`config.mk`:
```
export PLATFORM = sky130hd
export DESIGN_NAME = pis_regs
export DESIGN_NICKNAME = d
export VERILOG_FILES = /design/src/core/pis_pkg.sv /design/src/core/pis_flag.sv /design/src/core/pis_rdmux.sv /design/src/core/pis_regs.sv
export SDC_FILE = /design/constraint.sdc
export NUM_CORES = 1
export LEC_CHECK = 0
export ABC_AREA = 0
export BUFFER_PORTS_ARGS = -buffer_cell sky130_fd_sc_hd__buf_2
export CAP_MARGIN = 15
export CORE_ASPECT_RATIO = 0.8
export CORE_MARGIN = 2
export CORE_UTILIZATION = 30
export CTS_CLUSTER_DIAMETER = 150
export DETAILED_ROUTE_END_ITERATION = 7
export GPL_TIMING_DRIVEN = 0
export HOLD_SLACK_MARGIN = 0.05
export PLACE_DENSITY_LB_ADDON = 0.12
export SETUP_SLACK_MARGIN = 0.2
export SYNTH_ARGS = -nofsm -noshare
export SYNTH_HDL_FRONTEND = slang
export SYNTH_SLANG_ARGS = --single-unit
```
`constraint.sdc`:
```
create_clock -name mclk -period 4.3 [get_ports mclk]
set_input_delay 0.86 -clock mclk [delete_from_list [all_inputs] [get_ports mclk]]
set_output_delay 0.86 -clock mclk [all_outputs]
set_load 0.05 [all_outputs]
```
`src/core/pis_pkg.sv`:
```
// package for the transceiver interrupt, status and test register bank
// assumes a 5-bit register index on the management port and 16-bit data
package pis_pkg;
    localparam logic [4:0] ADDR_IRQ = 5'h11;
    localparam logic [4:0] ADDR_STAT = 5'h12;
    localparam logic [4:0] ADDR_TEST = 5'h13;
    // interrupt register fields
    localparam int IRQ_PDF_EN_BIT = 12;
    localparam int IRQ_LF_EN_BIT = 10;
    localparam int IRQ_AN_EN_BIT = 8;
    localparam int IRQ_PDF_FLAG_BIT = 4;
    localparam int IRQ_LF_FLAG_BIT = 2;
    localparam int IRQ_AN_FLAG_BIT = 0;
    // status register fields
    localparam int STAT_DUPLEX_BIT = 11;
    localparam int STAT_SPEED_BIT = 10;
    localparam int STAT_ADDR_LSB = 0;
    // test register fields
    localparam int TEST_CLK_LSB = 14;
    localparam int TEST_SHAPER_LSB = 12;
    localparam int TEST_NO_PD_BIT = 7;
    localparam int TEST_MAN_PD_BIT = 6;
    localparam int TEST_FAST_DESC_BIT = 3;
    localparam int TEST_LOOP_BIT = 2;
    // writable masks and reset values: reserved bits never stored
    localparam logic [15:0] IRQ_EN_MASK = 16'h1500;
    localparam logic [15:0] IRQ_FLAG_MASK = 16'h0015;
    localparam logic [15:0] TEST_MASK = 16'hF0CC;
    localparam logic [15:0] TEST_RESET = 16'h0004;
    localparam logic [4:0] ADDR_RESET = 5'h00;
    localparam logic [15:0] ZERO16 = 16'h0000;

    typedef struct packed {
        logic par_detect_fault;
        logic link_fail;
        logic autoneg_done;
    } pis_event_type;

    typedef struct packed {
        logic [1:0] clk_src_sel;
        logic [1:0] line_shaper_sel;
        logic force_stay_powered;
        logic manual_powerdown_en;
        logic fast_descrambler_lock;
        logic digital_loopback_en;
    } pis_test_type;

    typedef enum logic [1:0] {
        SHAPER_NORMAL = 2'b00,
        SHAPER_NRZ_INT = 2'b01,
        SHAPER_NRZ_EXT_A = 2'b10,
        SHAPER_NRZ_EXT_B = 2'b11
    } pis_shaper_type;
endpackage

```
`src/core/pis_flag.sv`:
```
// one sticky event flag, write-one-to-clear
// assumes event and clear strobes are synchronous to mclk
`timescale 1ns/1ps
`default_nettype none
module pis_flag (
    input wire logic mclk,
    input wire logic rst,
    input wire logic set_in,
    input wire logic clr_in,
    output var logic flag
);
    logic flag_next;

    // set wins over a clear in the same cycle so no event is lost
    always_comb begin
        flag_next = flag;
        if (clr_in) begin
            flag_next = 1'b0;
        end
        if (set_in) begin
            flag_next = 1'b1;
        end
    end

    always_ff @(posedge mclk or posedge rst) begin
        if (rst) begin
            flag <= 1'b0;
        end else begin
            flag <= flag_next;
        end
    end
endmodule
`default_nettype wire

```
`src/core/pis_rdmux.sv`:
```
// read-data selection for the three registers
// assumes unmapped indices read as zero
`timescale 1ns/1ps
`default_nettype none
module pis_rdmux
    import pis_pkg::*;
(
    input wire logic [4:0] addr,
    input wire logic [15:0] irq_word,
    input wire logic [15:0] stat_word,
    input wire logic [15:0] test_word,
    output var logic [15:0] rdata
);
    always_comb begin
        case (addr)
            ADDR_IRQ: rdata = irq_word;
            ADDR_STAT: rdata = stat_word;
            ADDR_TEST: rdata = test_word;
            default: rdata = ZERO16;
        endcase
    end
endmodule
`default_nettype wire

```
`src/core/pis_regs.sv`:
```
// interrupt, link status and test/power control registers of the transceiver
// assumes register port and event inputs are synchronous to mclk
`timescale 1ns/1ps
`default_nettype none
module pis_regs (
    input wire logic mclk,
    input wire logic rst,
    input wire logic [4:0] reg_addr,
    input wire logic [15:0] reg_wdata,
    input wire logic reg_wr,
    input wire logic reg_rd,
    output var logic [15:0] reg_rdata,
    input wire pis_pkg::pis_event_type event_in,
    input wire logic link_up,
    input wire logic link_full_duplex,
    input wire logic link_speed_100,
    input wire logic [4:0] strap_address,
    input wire logic irq_active_high,
    output var logic irq_pin,
    output var pis_pkg::pis_test_type test_ctrl,
    output var logic powerdown_effective
);
    import pis_pkg::*;

    logic [15:0] irq_en_reg;
    logic [15:0] irq_en_next;
    pis_test_type test_reg;
    pis_test_type test_next;
    logic [15:0] test_word;
    logic duplex_reg;
    logic duplex_next;
    logic speed_reg;
    logic speed_next;
    logic [4:0] addr_reg;
    logic [4:0] addr_next;
    logic strap_taken_reg;
    logic strap_taken_next;
    logic [15:0] rdata_next;
    logic [15:0] rdata_comb;
    logic irq_pin_next;
    logic pd_next;
    logic wr_irq;
    logic wr_test;
    logic [2:0] flags;
    logic [15:0] irq_word;
    logic [15:0] stat_word;
    logic irq_any;

    function automatic logic w1c(input logic [15:0] d, input int b);
        return d[b];
    endfunction

    assign wr_irq = reg_wr && (reg_addr == ADDR_IRQ);
    assign wr_test = reg_wr && (reg_addr == ADDR_TEST);

    pis_flag u_flag_pdf (
        .mclk(mclk),
        .rst(rst),
        .set_in(event_in.par_detect_fault),
        .clr_in(wr_irq && w1c(reg_wdata, IRQ_PDF_FLAG_BIT)),
        .flag(flags[2])
    );
    pis_flag u_flag_lf (
        .mclk(mclk),
        .rst(rst),
        .set_in(event_in.link_fail),
        .clr_in(wr_irq && w1c(reg_wdata, IRQ_LF_FLAG_BIT)),
        .flag(flags[1])
    );
    pis_flag u_flag_an (
        .mclk(mclk),
        .rst(rst),
        .set_in(event_in.autoneg_done),
        .clr_in(wr_irq && w1c(reg_wdata, IRQ_AN_FLAG_BIT)),
        .flag(flags[0])
    );

    // enables and test register keep only documented bits
    always_comb begin
        irq_en_next = irq_en_reg;
        test_next = test_reg;
        if (wr_irq) begin
            irq_en_next = reg_wdata & IRQ_EN_MASK;
        end
        if (wr_test) begin
            test_next.clk_src_sel = reg_wdata[TEST_CLK_LSB +: 2];
            test_next.line_shaper_sel = reg_wdata[TEST_SHAPER_LSB +: 2];
            test_next.force_stay_powered = reg_wdata[TEST_NO_PD_BIT];
            test_next.manual_powerdown_en = reg_wdata[TEST_MAN_PD_BIT];
            test_next.fast_descrambler_lock = reg_wdata[TEST_FAST_DESC_BIT];
            test_next.digital_loopback_en = reg_wdata[TEST_LOOP_BIT];
        end
    end

    // link result status; duplex reads 0 while link is down
    always_comb begin
        duplex_next = link_up && link_full_duplex;
        speed_next = link_speed_100;
        strap_taken_next = 1'b1;
        addr_next = addr_reg;
        // address caught once after reset release, never from the async branch
        if (!strap_taken_reg) begin
            addr_next = strap_address;
        end
    end

    always_comb begin
        irq_word = ZERO16;
        irq_word = irq_en_reg & IRQ_EN_MASK;
        irq_word[IRQ_PDF_FLAG_BIT] = flags[2];
        irq_word[IRQ_LF_FLAG_BIT] = flags[1];
        irq_word[IRQ_AN_FLAG_BIT] = flags[0];
        stat_word = ZERO16;
        stat_word[STAT_DUPLEX_BIT] = duplex_reg;
        stat_word[STAT_SPEED_BIT] = speed_reg;
        stat_word[STAT_ADDR_LSB +: 5] = addr_reg;
        test_word = ZERO16;
        test_word[TEST_CLK_LSB +: 2] = test_reg.clk_src_sel;
        test_word[TEST_SHAPER_LSB +: 2] = test_reg.line_shaper_sel;
        test_word[TEST_NO_PD_BIT] = test_reg.force_stay_powered;
        test_word[TEST_MAN_PD_BIT] = test_reg.manual_powerdown_en;
        test_word[TEST_FAST_DESC_BIT] = test_reg.fast_descrambler_lock;
        test_word[TEST_LOOP_BIT] = test_reg.digital_loopback_en;
    end

    pis_rdmux u_rdmux (
        .addr(reg_addr),
        .irq_word(irq_word),
        .stat_word(stat_word),
        .test_word(test_word),
        .rdata(rdata_comb)
    );

    // interrupt and power outputs; pin level follows polarity select
    always_comb begin
        irq_any = (flags[2] && irq_en_reg[IRQ_PDF_EN_BIT])
            || (flags[1] && irq_en_reg[IRQ_LF_EN_BIT])
            || (flags[0] && irq_en_reg[IRQ_AN_EN_BIT]);
        irq_pin_next = irq_active_high ? irq_any : !irq_any;
        // stay-powered overrides any manual power-down request
        pd_next = test_reg.manual_powerdown_en && !test_reg.force_stay_powered;
        rdata_next = reg_rd ? rdata_comb : ZERO16;
    end

    always_ff @(posedge mclk or posedge rst) begin
        if (rst) begin
            irq_en_reg <= ZERO16;
            test_reg <= '{2'b00, 2'b00, 1'b0, 1'b0, 1'b0, 1'b1};
            duplex_reg <= 1'b0;
            speed_reg <= 1'b0;
            addr_reg <= ADDR_RESET;
            strap_taken_reg <= 1'b0;
            reg_rdata <= ZERO16;
            // pin reset level assumes select low, i.e. active low idle high
            irq_pin <= 1'b1;
            test_ctrl <= '{2'b00, 2'b00, 1'b0, 1'b0, 1'b0, 1'b1};
            powerdown_effective <= 1'b0;
        end else begin
            irq_en_reg <= irq_en_next;
            test_reg <= test_next;
            duplex_reg <= duplex_next;
            speed_reg <= speed_next;
            addr_reg <= addr_next;
            strap_taken_reg <= strap_taken_next;
            reg_rdata <= rdata_next;
            irq_pin <= irq_pin_next;
            test_ctrl <= test_reg;
            powerdown_effective <= pd_next;
        end
    end
endmodule
`default_nettype wire

```
# After elaboration in Yosys (flattened, before gate mapping)
# Cells that the tools add are included.
# totals
reg_bits	48
inputBits	37
wordCells	52
# classes
eq_ne	3
mux	9
reduce_logical	17
# op_table
operator	n
16-bit one-hot mux with 3 select lines	1
16-bit two-way mux	1
5-bit == test (second input constant)	3
1-bit logical AND	10
1-bit two-way mux	7
2-bit nonzero test	3
1-bit zero test	2
1-bit logical OR	2

# Logic depth before layout (Yosys ltp)
# Gate-level depths: netlist of the first run.
# depth
depth_word	5
mapped_depth	4

# By module
# A second synthesis of the first run with hierarchy kept.
# unflattened
cells_unflattened	162
area_unflattened_um2	2139.6
# modules_own_cells
mod	instances	cells_per_inst	area_each_um2	seq_area_each_um2
pis_regs	1	92	1536.5	1129.8
pis_rdmux	1	58	483.0	0.0
pis_flag	3	4	40.0	25.0

# Least setup slack after synthesis of the first run
# No wires, ideal clock.
# synth_path
path_type	input port to flip-flop
start	input reg_addr[2]
end	register test_reg[1] (netlist name)
setup_ns	0.125
arrival_time_ns	1.796
required_time_ns	4.175
setup_slack_ns	2.379
cell_stages	4
path_cell_list	and4bb_4 > and3_4 > buf_12 > mux2_4
# synth_between
elab_chain_len	2
# synth_lines
item	line	rtl
start: declaration	pis_regs.sv:8	input wire logic [4:0] reg_addr,
5-bit == test	pis_regs.sv:54	assign wr_test = reg_wr && (reg_addr == ADDR_TEST);
1-bit logical AND	pis_regs.sv:54	
end signal: assignment	pis_regs.sv:148	test_reg <= '{2'b00, 2'b00, 1'b0, 1'b0, 1'b0, 1'b1};
end signal: assignment	pis_regs.sv:160	test_reg <= test_next;
end: declaration	pis_regs.sv:27	pis_test_type test_reg;
# No other way between the ends.
# A chain may end at the register's enable or synchronous reset.

# Worst setup path in the final report of the first run
# layout_path
start	register test_ctrl[0] (netlist name)
end	output test_ctrl[0] (netlist name)
# layout_rtl
item	line	rtl
start: declaration	pis_regs.sv:20	output var pis_pkg::pis_test_type test_ctrl,
start signal: assignment	pis_regs.sv:156	test_ctrl <= '{2'b00, 2'b00, 1'b0, 1'b0, 1'b0, 1'b1};
start signal: assignment	pis_regs.sv:167	test_ctrl <= test_reg;
# No word-level cell between the ends.

==> summary.txt, run 1 <==
RSZ-0062 raised after global routing - false
crit-path cells - buf_2
R2R depth - 2
Antenna Nets Post-Route - 0
Vias per Instance - 4.23
placed cell count - 246
filler cell count - 560
synthesis-stage register bit count - 46
Slew Viols, Final - 0
Fmax achieved - 518 MHz
Initial DRC Count - 57
final instance area - 2200 µm²
Hold Path Class - flip-flop to flip-flop
via count - 1074
CTS root buf - clkbuf_8
Remaining DRCs - 0
Diodes inserted - 0
Max stage delay on crit path - 520 ps
Reg2Reg Setup Slack - 3160 ps
r2r startpoint - u_flag_pdf.flag
Synth Area in Adders - 0
Core Rows - 24
core footprint - 5470 µm²
post-synthesis mux area share - 0.142
Layout Cells excl Fill - 254
Compound-Gate Fraction of Synth Area - 0.0367
wire per inst - 13.7 µm
Die Wd - 88.3 µm
TritonCTS clock tree - built
Layout area overhead - 28.9%
Layout Nets - 212
post-cts resize count - 0
commonest cells after routing, fill and taps aside - buf_2, dfrtp_1, mux2_2
worst-path cell with the longest stage delay - dfstp_2
setup TNS - 0 ps
largest family of logic cells by synthesized area - multiplexers
final hold violations - 0
Tcrit/Tclk final - 0.449
hold path cells - 0
initial antenna violation count - 0
area post-placement - 2110 µm²
Setup-failing EPs final - 0
Crit. End Element - primary output
GP Congestion - 0.689
WP data arrival - 1070 ps
setup bufs post-CTS - 0
cts bufs inserted - 5
CTS max path bufs - 2
Die Area - 6310 µm²
Starting Density - 0.312
layout cells sized above 1 - 0.528
Worst setup SP type - flip-flop
worst vdd ir - 0.000156 V
CP Max Fanout - 1
worst r2r dst - irq_pin
Post-Syn Instances - 110
gr ovfl total - 0
most common cell after layout, fill and taps aside - buf_2
clock skew - 4.89 ps
max reg flops - 14
post-synthesis simple-gate area fraction - 0.106
Total GRT Usage - 0.124
Worst Path Buf+Inv - 1
drt pass-1 iters - 4
top cell family by delay on the critical path - flip-flops
XOR/XNOR share of the synthesized area - 0.00514
# port buffers - 56
first-pass GRT wire length - 5840 µm
hpwl dp - 2600 µm
Setup Crit Path Kind - flip-flop to primary output
Post-Syn Area - 1710 µm²
CTS sink count - 46
Mean Syn Cell Area - 15.5 µm²
H-tree depth - 2
Hold Crit Start - test_reg[0]
Die Y - 71.4 µm
clk_lat worst skew - 300 ps
worst path required time - 3440 ps
vias in the first global route - 1137
post-synth cell types - 26
sequential area share after synthesis - 0.677
Worst Hold Path EP - test_ctrl[0]
Reg clk slew, reported paths - 80 ps
hold_buf cts - 0
Leakage - 1.13 nW
largest net degree at the start of global routing - 30
status - finished, final reports clean
routed wire length - 3470 µm
max cap viols - 0
Yosys warnings - 0
Cell Pwr Density - 436 nW/µm²
io pins - 63
fin crit period - 1930 ps
==> worst max path at each step <==
stage	start	endpoint	slack, ps	cells after the start
finish	test_ctrl[0]	test_ctrl[0]	2370	1
CTS	test_ctrl[0]	test_ctrl[0]	2350	1
global placement	rst	reg_rdata[8]	1820	2
global route	test_ctrl[0]	test_ctrl[0]	2320	1
detailed placement	reg_addr[2]	test_reg[7]	2200	5
floorplan	rst	addr_reg[0]	2360	1
==> cell type report <==
cell class,instances,area [µm²],share of cell area
sequential,46,1150,0.525
timing repair buffer,57,300,0.137
multi-input combinational,59,507,0.231
buffer,5,43.8,0.0199
clock inverter,1,5.00,0.00228
inverter,1,3.75,0.00171
tap,78,97.6,0.0444
clock buffer,7,86.3,0.0393
==> cells in the mapped netlist <==
| library cell | count | area, µm² |
|---|---|---|
| and4bb_2 | 1 | 12.5 |
| mux2_2 | 10 | 113 |
| and4bb_4 | 1 | 16.3 |
| nor3b_1 | 1 | 7.51 |
| conb_1 | 2 | 7.51 |
| mux2i_1 | 1 | 10.0 |
| nand4bb_1 | 1 | 11.3 |
| xor2_1 | 1 | 8.76 |
| inv_1 | 1 | 3.75 |
| a222oi_1 | 1 | 10.0 |
| nor2b_1 | 3 | 18.8 |
| a21o_1 | 3 | 22.5 |
| dfstp_2 | 3 | 78.8 |
| mux2_4 | 8 | 120 |
| nor2_1 | 5 | 18.8 |
| nand2_1 | 2 | 7.51 |
| buf_12 | 1 | 20.0 |
| buf_4 | 2 | 15.0 |
| clkbuf_2 | 1 | 5.00 |
| nand3_1 | 3 | 15.0 |
| and2_1 | 2 | 12.5 |
| clkbuf_1 | 1 | 3.75 |
| a22oi_1 | 4 | 30.0 |
| and3_4 | 1 | 11.3 |
| dfrtp_1 | 43 | 1080 |
| and3_1 | 8 | 50.1 |
==> cell families (layout without fill, tap and decap cells) <==
logic type,count (synthesis),count (layout)
flops,46,46
simple gates,28,28
mux,19,19
compound gates,8,8
buf+inv,6,71
other cells,2,3
xor+xnor,1,1
==> through the flow <==
stage | power [W] | setup slack [ps] | utilization | hold slack (ps)
5_1_grt | 0.00101 | 2320 | 0.402 | 384
4_1_cts | 0.000976 | 2350 | 0.402 | 380
3_5_place_dp | 0.000704 | 2200 | 0.386 | 367
2_1_floorplan | 0.000648 | 2360 | - | 359
3_3_place_gp | 0.000697 | 1820 | 0.382 | 367
6_report | 0.000958 | 2370 | 0.402 | 374
==> routing by layer <==
metal  share of wire  wire length, µm  global-route usage  vias to the layer above
met3           0.048              166              0.0380                        7
met4           0.016               55              0.0505                        0
met2            0.48             1670               0.181                       30
li1                -                -                   -                      508
met1            0.46             1580               0.172                      529
met5               0                0                   0                        -
==> power breakdown <==
group | switching (W) | internal, W | leakage [nW]
clock network | 0.000136 | 0.000130 | 0.0482
registers | 0.0000237 | 0.000483 | 0.578
logic | 0.000118 | 0.0000672 | 0.504
Note: power is estimated with default switching activity, not from simulation.
==> run 2: changes to the inputs <==
==> constraint.sdc (replaced) <==
create_clock -name mclk -period 1.8 [get_ports mclk]
set_input_delay 0.36 -clock mclk [delete_from_list [all_inputs] [get_ports mclk]]
set_output_delay 0.36 -clock mclk [all_outputs]
set_load 0.05 [all_outputs]
==> summary.txt, run 2 (synthesis gave the netlist of run 1 again) <==
status - finished, final reports clean
max reg flops - 14 (unchanged)
routed wire length - 3480 µm (about the same)
Slew Viols, Final - 0 (unchanged)
Vias per Instance - 4.23 (about the same)
gr ovfl total - 0 (unchanged)
top cell family by delay on the critical path - flip-flops
io pins - 63 (unchanged)
drt pass-1 iters - 4 (unchanged)
Die Wd - 88.3 µm (unchanged)
CTS max path bufs - 2 (unchanged)
Cell Pwr Density - 1040 nW/µm² (+140%)
wire per inst - 13.6 µm (-0.31%)
Initial DRC Count - 61 (+7.0%)
Final WS setup - 369 ps (-2000 ps)
worst r2r dst - irq_pin
Reg power frac - 0.529 (about the same)
CTS root buf - clkbuf_8
initial antenna violation count - 0 (unchanged)
Worst setup startpoint - test_ctrl[0]
core footprint - 5470 µm² (unchanged)
Diodes inserted - 0 (unchanged)
Setup-failing EPs final - 0 (unchanged)
CTS sink count - 46 (unchanged)
Setup Crit Path Kind - flip-flop to primary output
fin util - 0.404 (+0.00183)
hpwl dp - 2600 µm (unchanged)
hold path cells - 1 (+1)
Die Area - 6310 µm² (unchanged)
Remaining DRCs - 0 (unchanged)
Layout area overhead - 29.5%
post-cts resize count - 0 (unchanged)
Max stage delay on crit path - 520 ps (about the same)
worst vdd ir - 0.000373 V (+140%)
Total GRT Usage - 0.124 (unchanged)
vias in the first global route - 1137 (unchanged)
setup bufs post-CTS - 0 (unchanged)
clock share of power - 0.277 (about the same)
Starting Density - 0.312 (unchanged)
Layout Nets - 213 (+0.47%)
via count - 1078 (+0.37%)
Hold Crit Start - link_speed_100
worst-path cell with the longest stage delay - dfstp_2
GP Congestion - 0.689 (unchanged)
clk_lat worst skew - 300 ps (about the same)
most common cell after layout, fill and taps aside - buf_2
# port buffers - 56 (unchanged)
Design Power - 0.00229 W (+140%)
Switch Pwr - 0.000665 W (+140%)
Worst Hold Path EP - speed_reg
crit-path cells - buf_2
Reg clk slew, reported paths - 80 ps (about the same)
Hold Path Class - primary input to flip-flop
Tcrit/Tclk final - 0.795
cts bufs inserted - 5 (unchanged)
fin crit period - 1430 ps
Core Rows - 24 (unchanged)
R2R depth - 2 (unchanged)
Sw Ratio - 0.290 (about the same)
Logic pwr share - 0.194 (about the same)
worst path required time - 1440 ps (-2000 ps)
Internal - 0.00163 W (+140%)
Leakage - 1.13 nW (+0.37%)
final hold violations - 0 (unchanged)
Worst Path Buf+Inv - 1 (unchanged)
CP Max Fanout - 1 (unchanged)
max cap viols - 0 (unchanged)
dpl ws - 197 ps (-2000 ps)
clock skew - 4.89 ps (unchanged)
first-pass GRT wire length - 5840 µm (unchanged)
largest net degree at the start of global routing - 30 (unchanged)
Die Y - 71.4 µm (unchanged)
commonest cells after routing, fill and taps aside - buf_2, dfrtp_1, mux2_2
Reg2Reg Setup Slack - 660 ps (-2500 ps)
Crit. End Element - primary output
TritonCTS clock tree - built
RSZ-0062 raised after global routing - false
WP data arrival - 1070 ps (about the same)
Fmax achieved - 699 MHz
r2r startpoint - u_flag_pdf.flag
H-tree depth - 2 (unchanged)
hold_buf cts - 1 (+1)
Worst setup SP type - flip-flop
layout cells sized above 1 - 0.525 (-0.00299)
Antenna Nets Post-Route - 0 (unchanged)
run 2: changes by cell type in the layout (fill, tap and decap cells not counted), sizes merged:
cell         previous run  this run
dlygate4sd3             0         1
run 2: worst max path at each step:
stage                        end  slack (ps)  cells after the start
detailed placement   test_reg[7]         200                      5
finish              test_ctrl[0]         370                      1
global placement    reg_rdata[8]        -180                      2
CTS                 test_ctrl[0]         350                      1
floorplan            addr_reg[0]         360                      1
global route        test_ctrl[0]         320                      1
run 2: routing by layer:
layer,up-vias,global-route usage,part of all wire
li1,510,-,-
met1,531,0.172,0.46
met2,30,0.181,0.48
met3,7,0.0380,0.047
met4,0,0.0505,0.016
met5,-,0,0
run 2: layout make-up:
class	instances	area, µm²
Sequential cell	46	1150
Buffer	5	43.8
Multi-Input combinational cell	59	507
Inverter	1	3.75
Timing Repair Buffer	58	310
Tap cell	78	97.6
Clock inverter	1	5.00
Fill cell	559	3260
Clock buffer	7	86.3
run 2: power groups by stage:
stage / registers (W) / clock network [W] / logic [W]
2_1_floorplan: 0.00140 / 0 / 0.000150
4_1_cts: 0.00121 / 0.000668 / 0.000451
5_1_grt: 0.00123 / 0.000712 / 0.000474
6_report: 0.00121 / 0.000635 / 0.000445
3_5_place_dp: 0.00123 / 0 / 0.000448
3_3_place_gp: 0.00123 / 0 / 0.000435
run 2: metrics by stage:
stage	setup TNS (ps)	area [µm²]	instances	hold slack, ps
6_report	0	2210	255	166
5_1_grt	0	2210	255	149
4_1_cts	0	2210	255	152
3_5_place_dp	0	2110	246	367
3_3_place_gp	-7550	2090	245	367
2_1_floorplan	0	1710	111	359
run 2: worst reg2reg max path, stage by stage, from the launching register on:
cell and delay, ps:
dfrtp_1 420, a222oi_1 460, xor2_1 180
==> run 3: changes to the inputs <==
==> constraint.sdc (replaced) <==
create_clock -name mclk -period 1.25 [get_ports mclk]
set_input_delay 0.25 -clock mclk [delete_from_list [all_inputs] [get_ports mclk]]
set_output_delay 0.25 -clock mclk [all_outputs]
set_load 0.05 [all_outputs]
==> summary.txt, run 3 (synthesis gave the netlist of run 1 again) <==
Vias per Instance - 4.25 (+0.63%)
RSZ-0062 raised after global routing - true
GP Congestion - 0.719 (+4.4%)
worst-path cell with the longest stage delay - dfstp_2
Initial DRC Count - 45 (-26%)
# port buffers - 56 (unchanged)
Antenna Nets Post-Route - 0 (unchanged)
clock skew - 3.66 ps (-1.23 ps)
Slew Viols, Final - 0 (unchanged)
Tcrit/Tclk final - 0.979
r2r startpoint - irq_en_reg[12]
Core Rows - 24 (unchanged)
fin crit period - 1220 ps
Design Power - 0.00354 W (+55%)
Fmax achieved - 817 MHz
Layout area overhead - 40.6%
most common cell after layout, fill and taps aside - dfrtp_1
vias in the first global route - 1175 (+3.3%)
CTS sink count - 46 (unchanged)
Total GRT Usage - 0.121 (-0.00276)
WP data arrival - 970 ps (-100 ps)
layout cells sized above 1 - 0.539 (+0.0139)
Setup Crit Path Kind - flip-flop to primary output
Max stage delay on crit path - 540 ps (+20 ps)
Final WS setup - 25.8 ps (-344 ps)
via count - 1089 (+1.0%)
Setup-failing EPs final - 0 (unchanged)
Starting Density - 0.312 (unchanged)
Worst Path Buf+Inv - 1 (unchanged)
Hold Path Class - primary input to flip-flop
drt pass-1 iters - 4 (unchanged)
wire per inst - 13.3 µm (-2.3%)
TritonCTS clock tree - built
Worst setup startpoint - irq_pin
largest net degree at the start of global routing - 47 (+57%)
worst path required time - 1000 ps (-440 ps)
Reg clk slew, reported paths - 80 ps (about the same)
Die Wd - 88.3 µm (unchanged)
max reg flops - 14 (unchanged)
Die Area - 6310 µm² (unchanged)
top cell family by delay on the critical path - flip-flops
Worst Hold Slack - 94.1 ps (-71.5 ps)
commonest cells after routing, fill and taps aside - dfrtp_1, buf_2, buf_6
Worst slew margin - 0.357
routed wire length - 3410 µm (-1.9%)
gr ovfl total - 0 (unchanged)
CTS root buf - clkbuf_8
first-pass GRT wire length - 5660 µm (-3.1%)
core footprint - 5470 µm² (unchanged)
Cell Pwr Density - 1480 nW/µm² (+42%)
CTS max path bufs - 2 (unchanged)
max cap viols - 0 (unchanged)
Layout Cells excl Fill - 256 (+0.39%)
filler cell count - 527 (-5.7%)
H-tree depth - 2 (unchanged)
worst vdd ir - 0.000479 V (+28%)
Worst setup SP type - flip-flop
clk_lat worst skew - 300 ps (about the same)
cts bufs inserted - 5 (unchanged)
placed cell count - 245 (-0.41%)
crit-path cells - buf_8
Layout Nets - 214 (+0.47%)
CP Max Fanout - 1 (unchanged)
hpwl dp - 2470 µm (-5.1%)
final hold violations - 0 (unchanged)
initial antenna violation count - 0 (unchanged)
Leakage - 1.17 nW (+3.3%)
Crit. End Element - primary output
status - finished, final reports clean
fin util - 0.439 (+0.0346)
io pins - 63 (unchanged)
Remaining DRCs - 0 (unchanged)
Diodes inserted - 0 (unchanged)
Hold Crit Start - irq_active_high
Die Y - 71.4 µm (unchanged)
Worst-Margin Slew - 963 ps
dpl ws - -243 ps (-440 ps)
run 3: changes by cell type in the layout (fill, tap and decap cells not counted), sizes merged:
cell	before	now
buf	60	61
clkbuf	9	10
clkinv	1	0
clkinvlp	0	1
inv	1	0
run 3: layout make-up:
type / instances / area (µm²) / share of cell area
well taps: 78 / 97.6 / 0.0407
multi-input cells: 59 / 507 / 0.211
flip-flops and latches: 46 / 1150 / 0.482
repair buffers: 59 / 475 / 0.198
clock buffers: 8 / 110 / 0.0459
plain buffers: 5 / 45.0 / 0.0188
inverters: 1 / 7.51 / 0.00313
run 3: layer usage:
metal  GRT usage  vias up  routed length [µm]
met3      0.0392        8                 216
met2       0.188       37                1630
met1       0.154      535                1490
li1            -      509                   -
met4      0.0556        0                  70
met5           0        -                   0
run 3: per-stage QoR:
stage,setup TNS [ps],area [µm²]
after global placement,-2060,2090
after CTS,0,2380
final,0,2400
after detailed placement,-2200,2090
after floorplan,-377,1710
after global routing,-29.1,2400
run 3: timing repair:
item | CTS | global route
endpoints found under the hold margin | 1 | 0
hold buffers | 1 | 0
endpoints found under the setup margin | 33 | 36
buffers inserted | 1 | 1
gates resized for setup | 50 | 4
pin swaps | 2 | 3
run 3: final timing paths:
check	to	slack (ps)	cells after the start
max reg2reg	irq_pin	170	2
min	irq_pin	90	2
max in group asynchronous	reg_rdata[0]	570	2
max	irq_pin	30	1
min in group asynchronous	addr_reg[3]	150	2
min reg2reg	test_ctrl[0]	380	0
run 3: report_power, final:
part           switching, W  internal (W)  total (W)
Clock              0.000475      0.000558    0.00103
Sequential         0.000104       0.00167    0.00177
Combinational      0.000405      0.000333   0.000738
Total              0.000984       0.00256    0.00354
run 3: worst register-to-register path: stages, from the launching register on:
cell and delay, ps:
dfrtp_1 410, a222oi_1 420, xor2_1 190
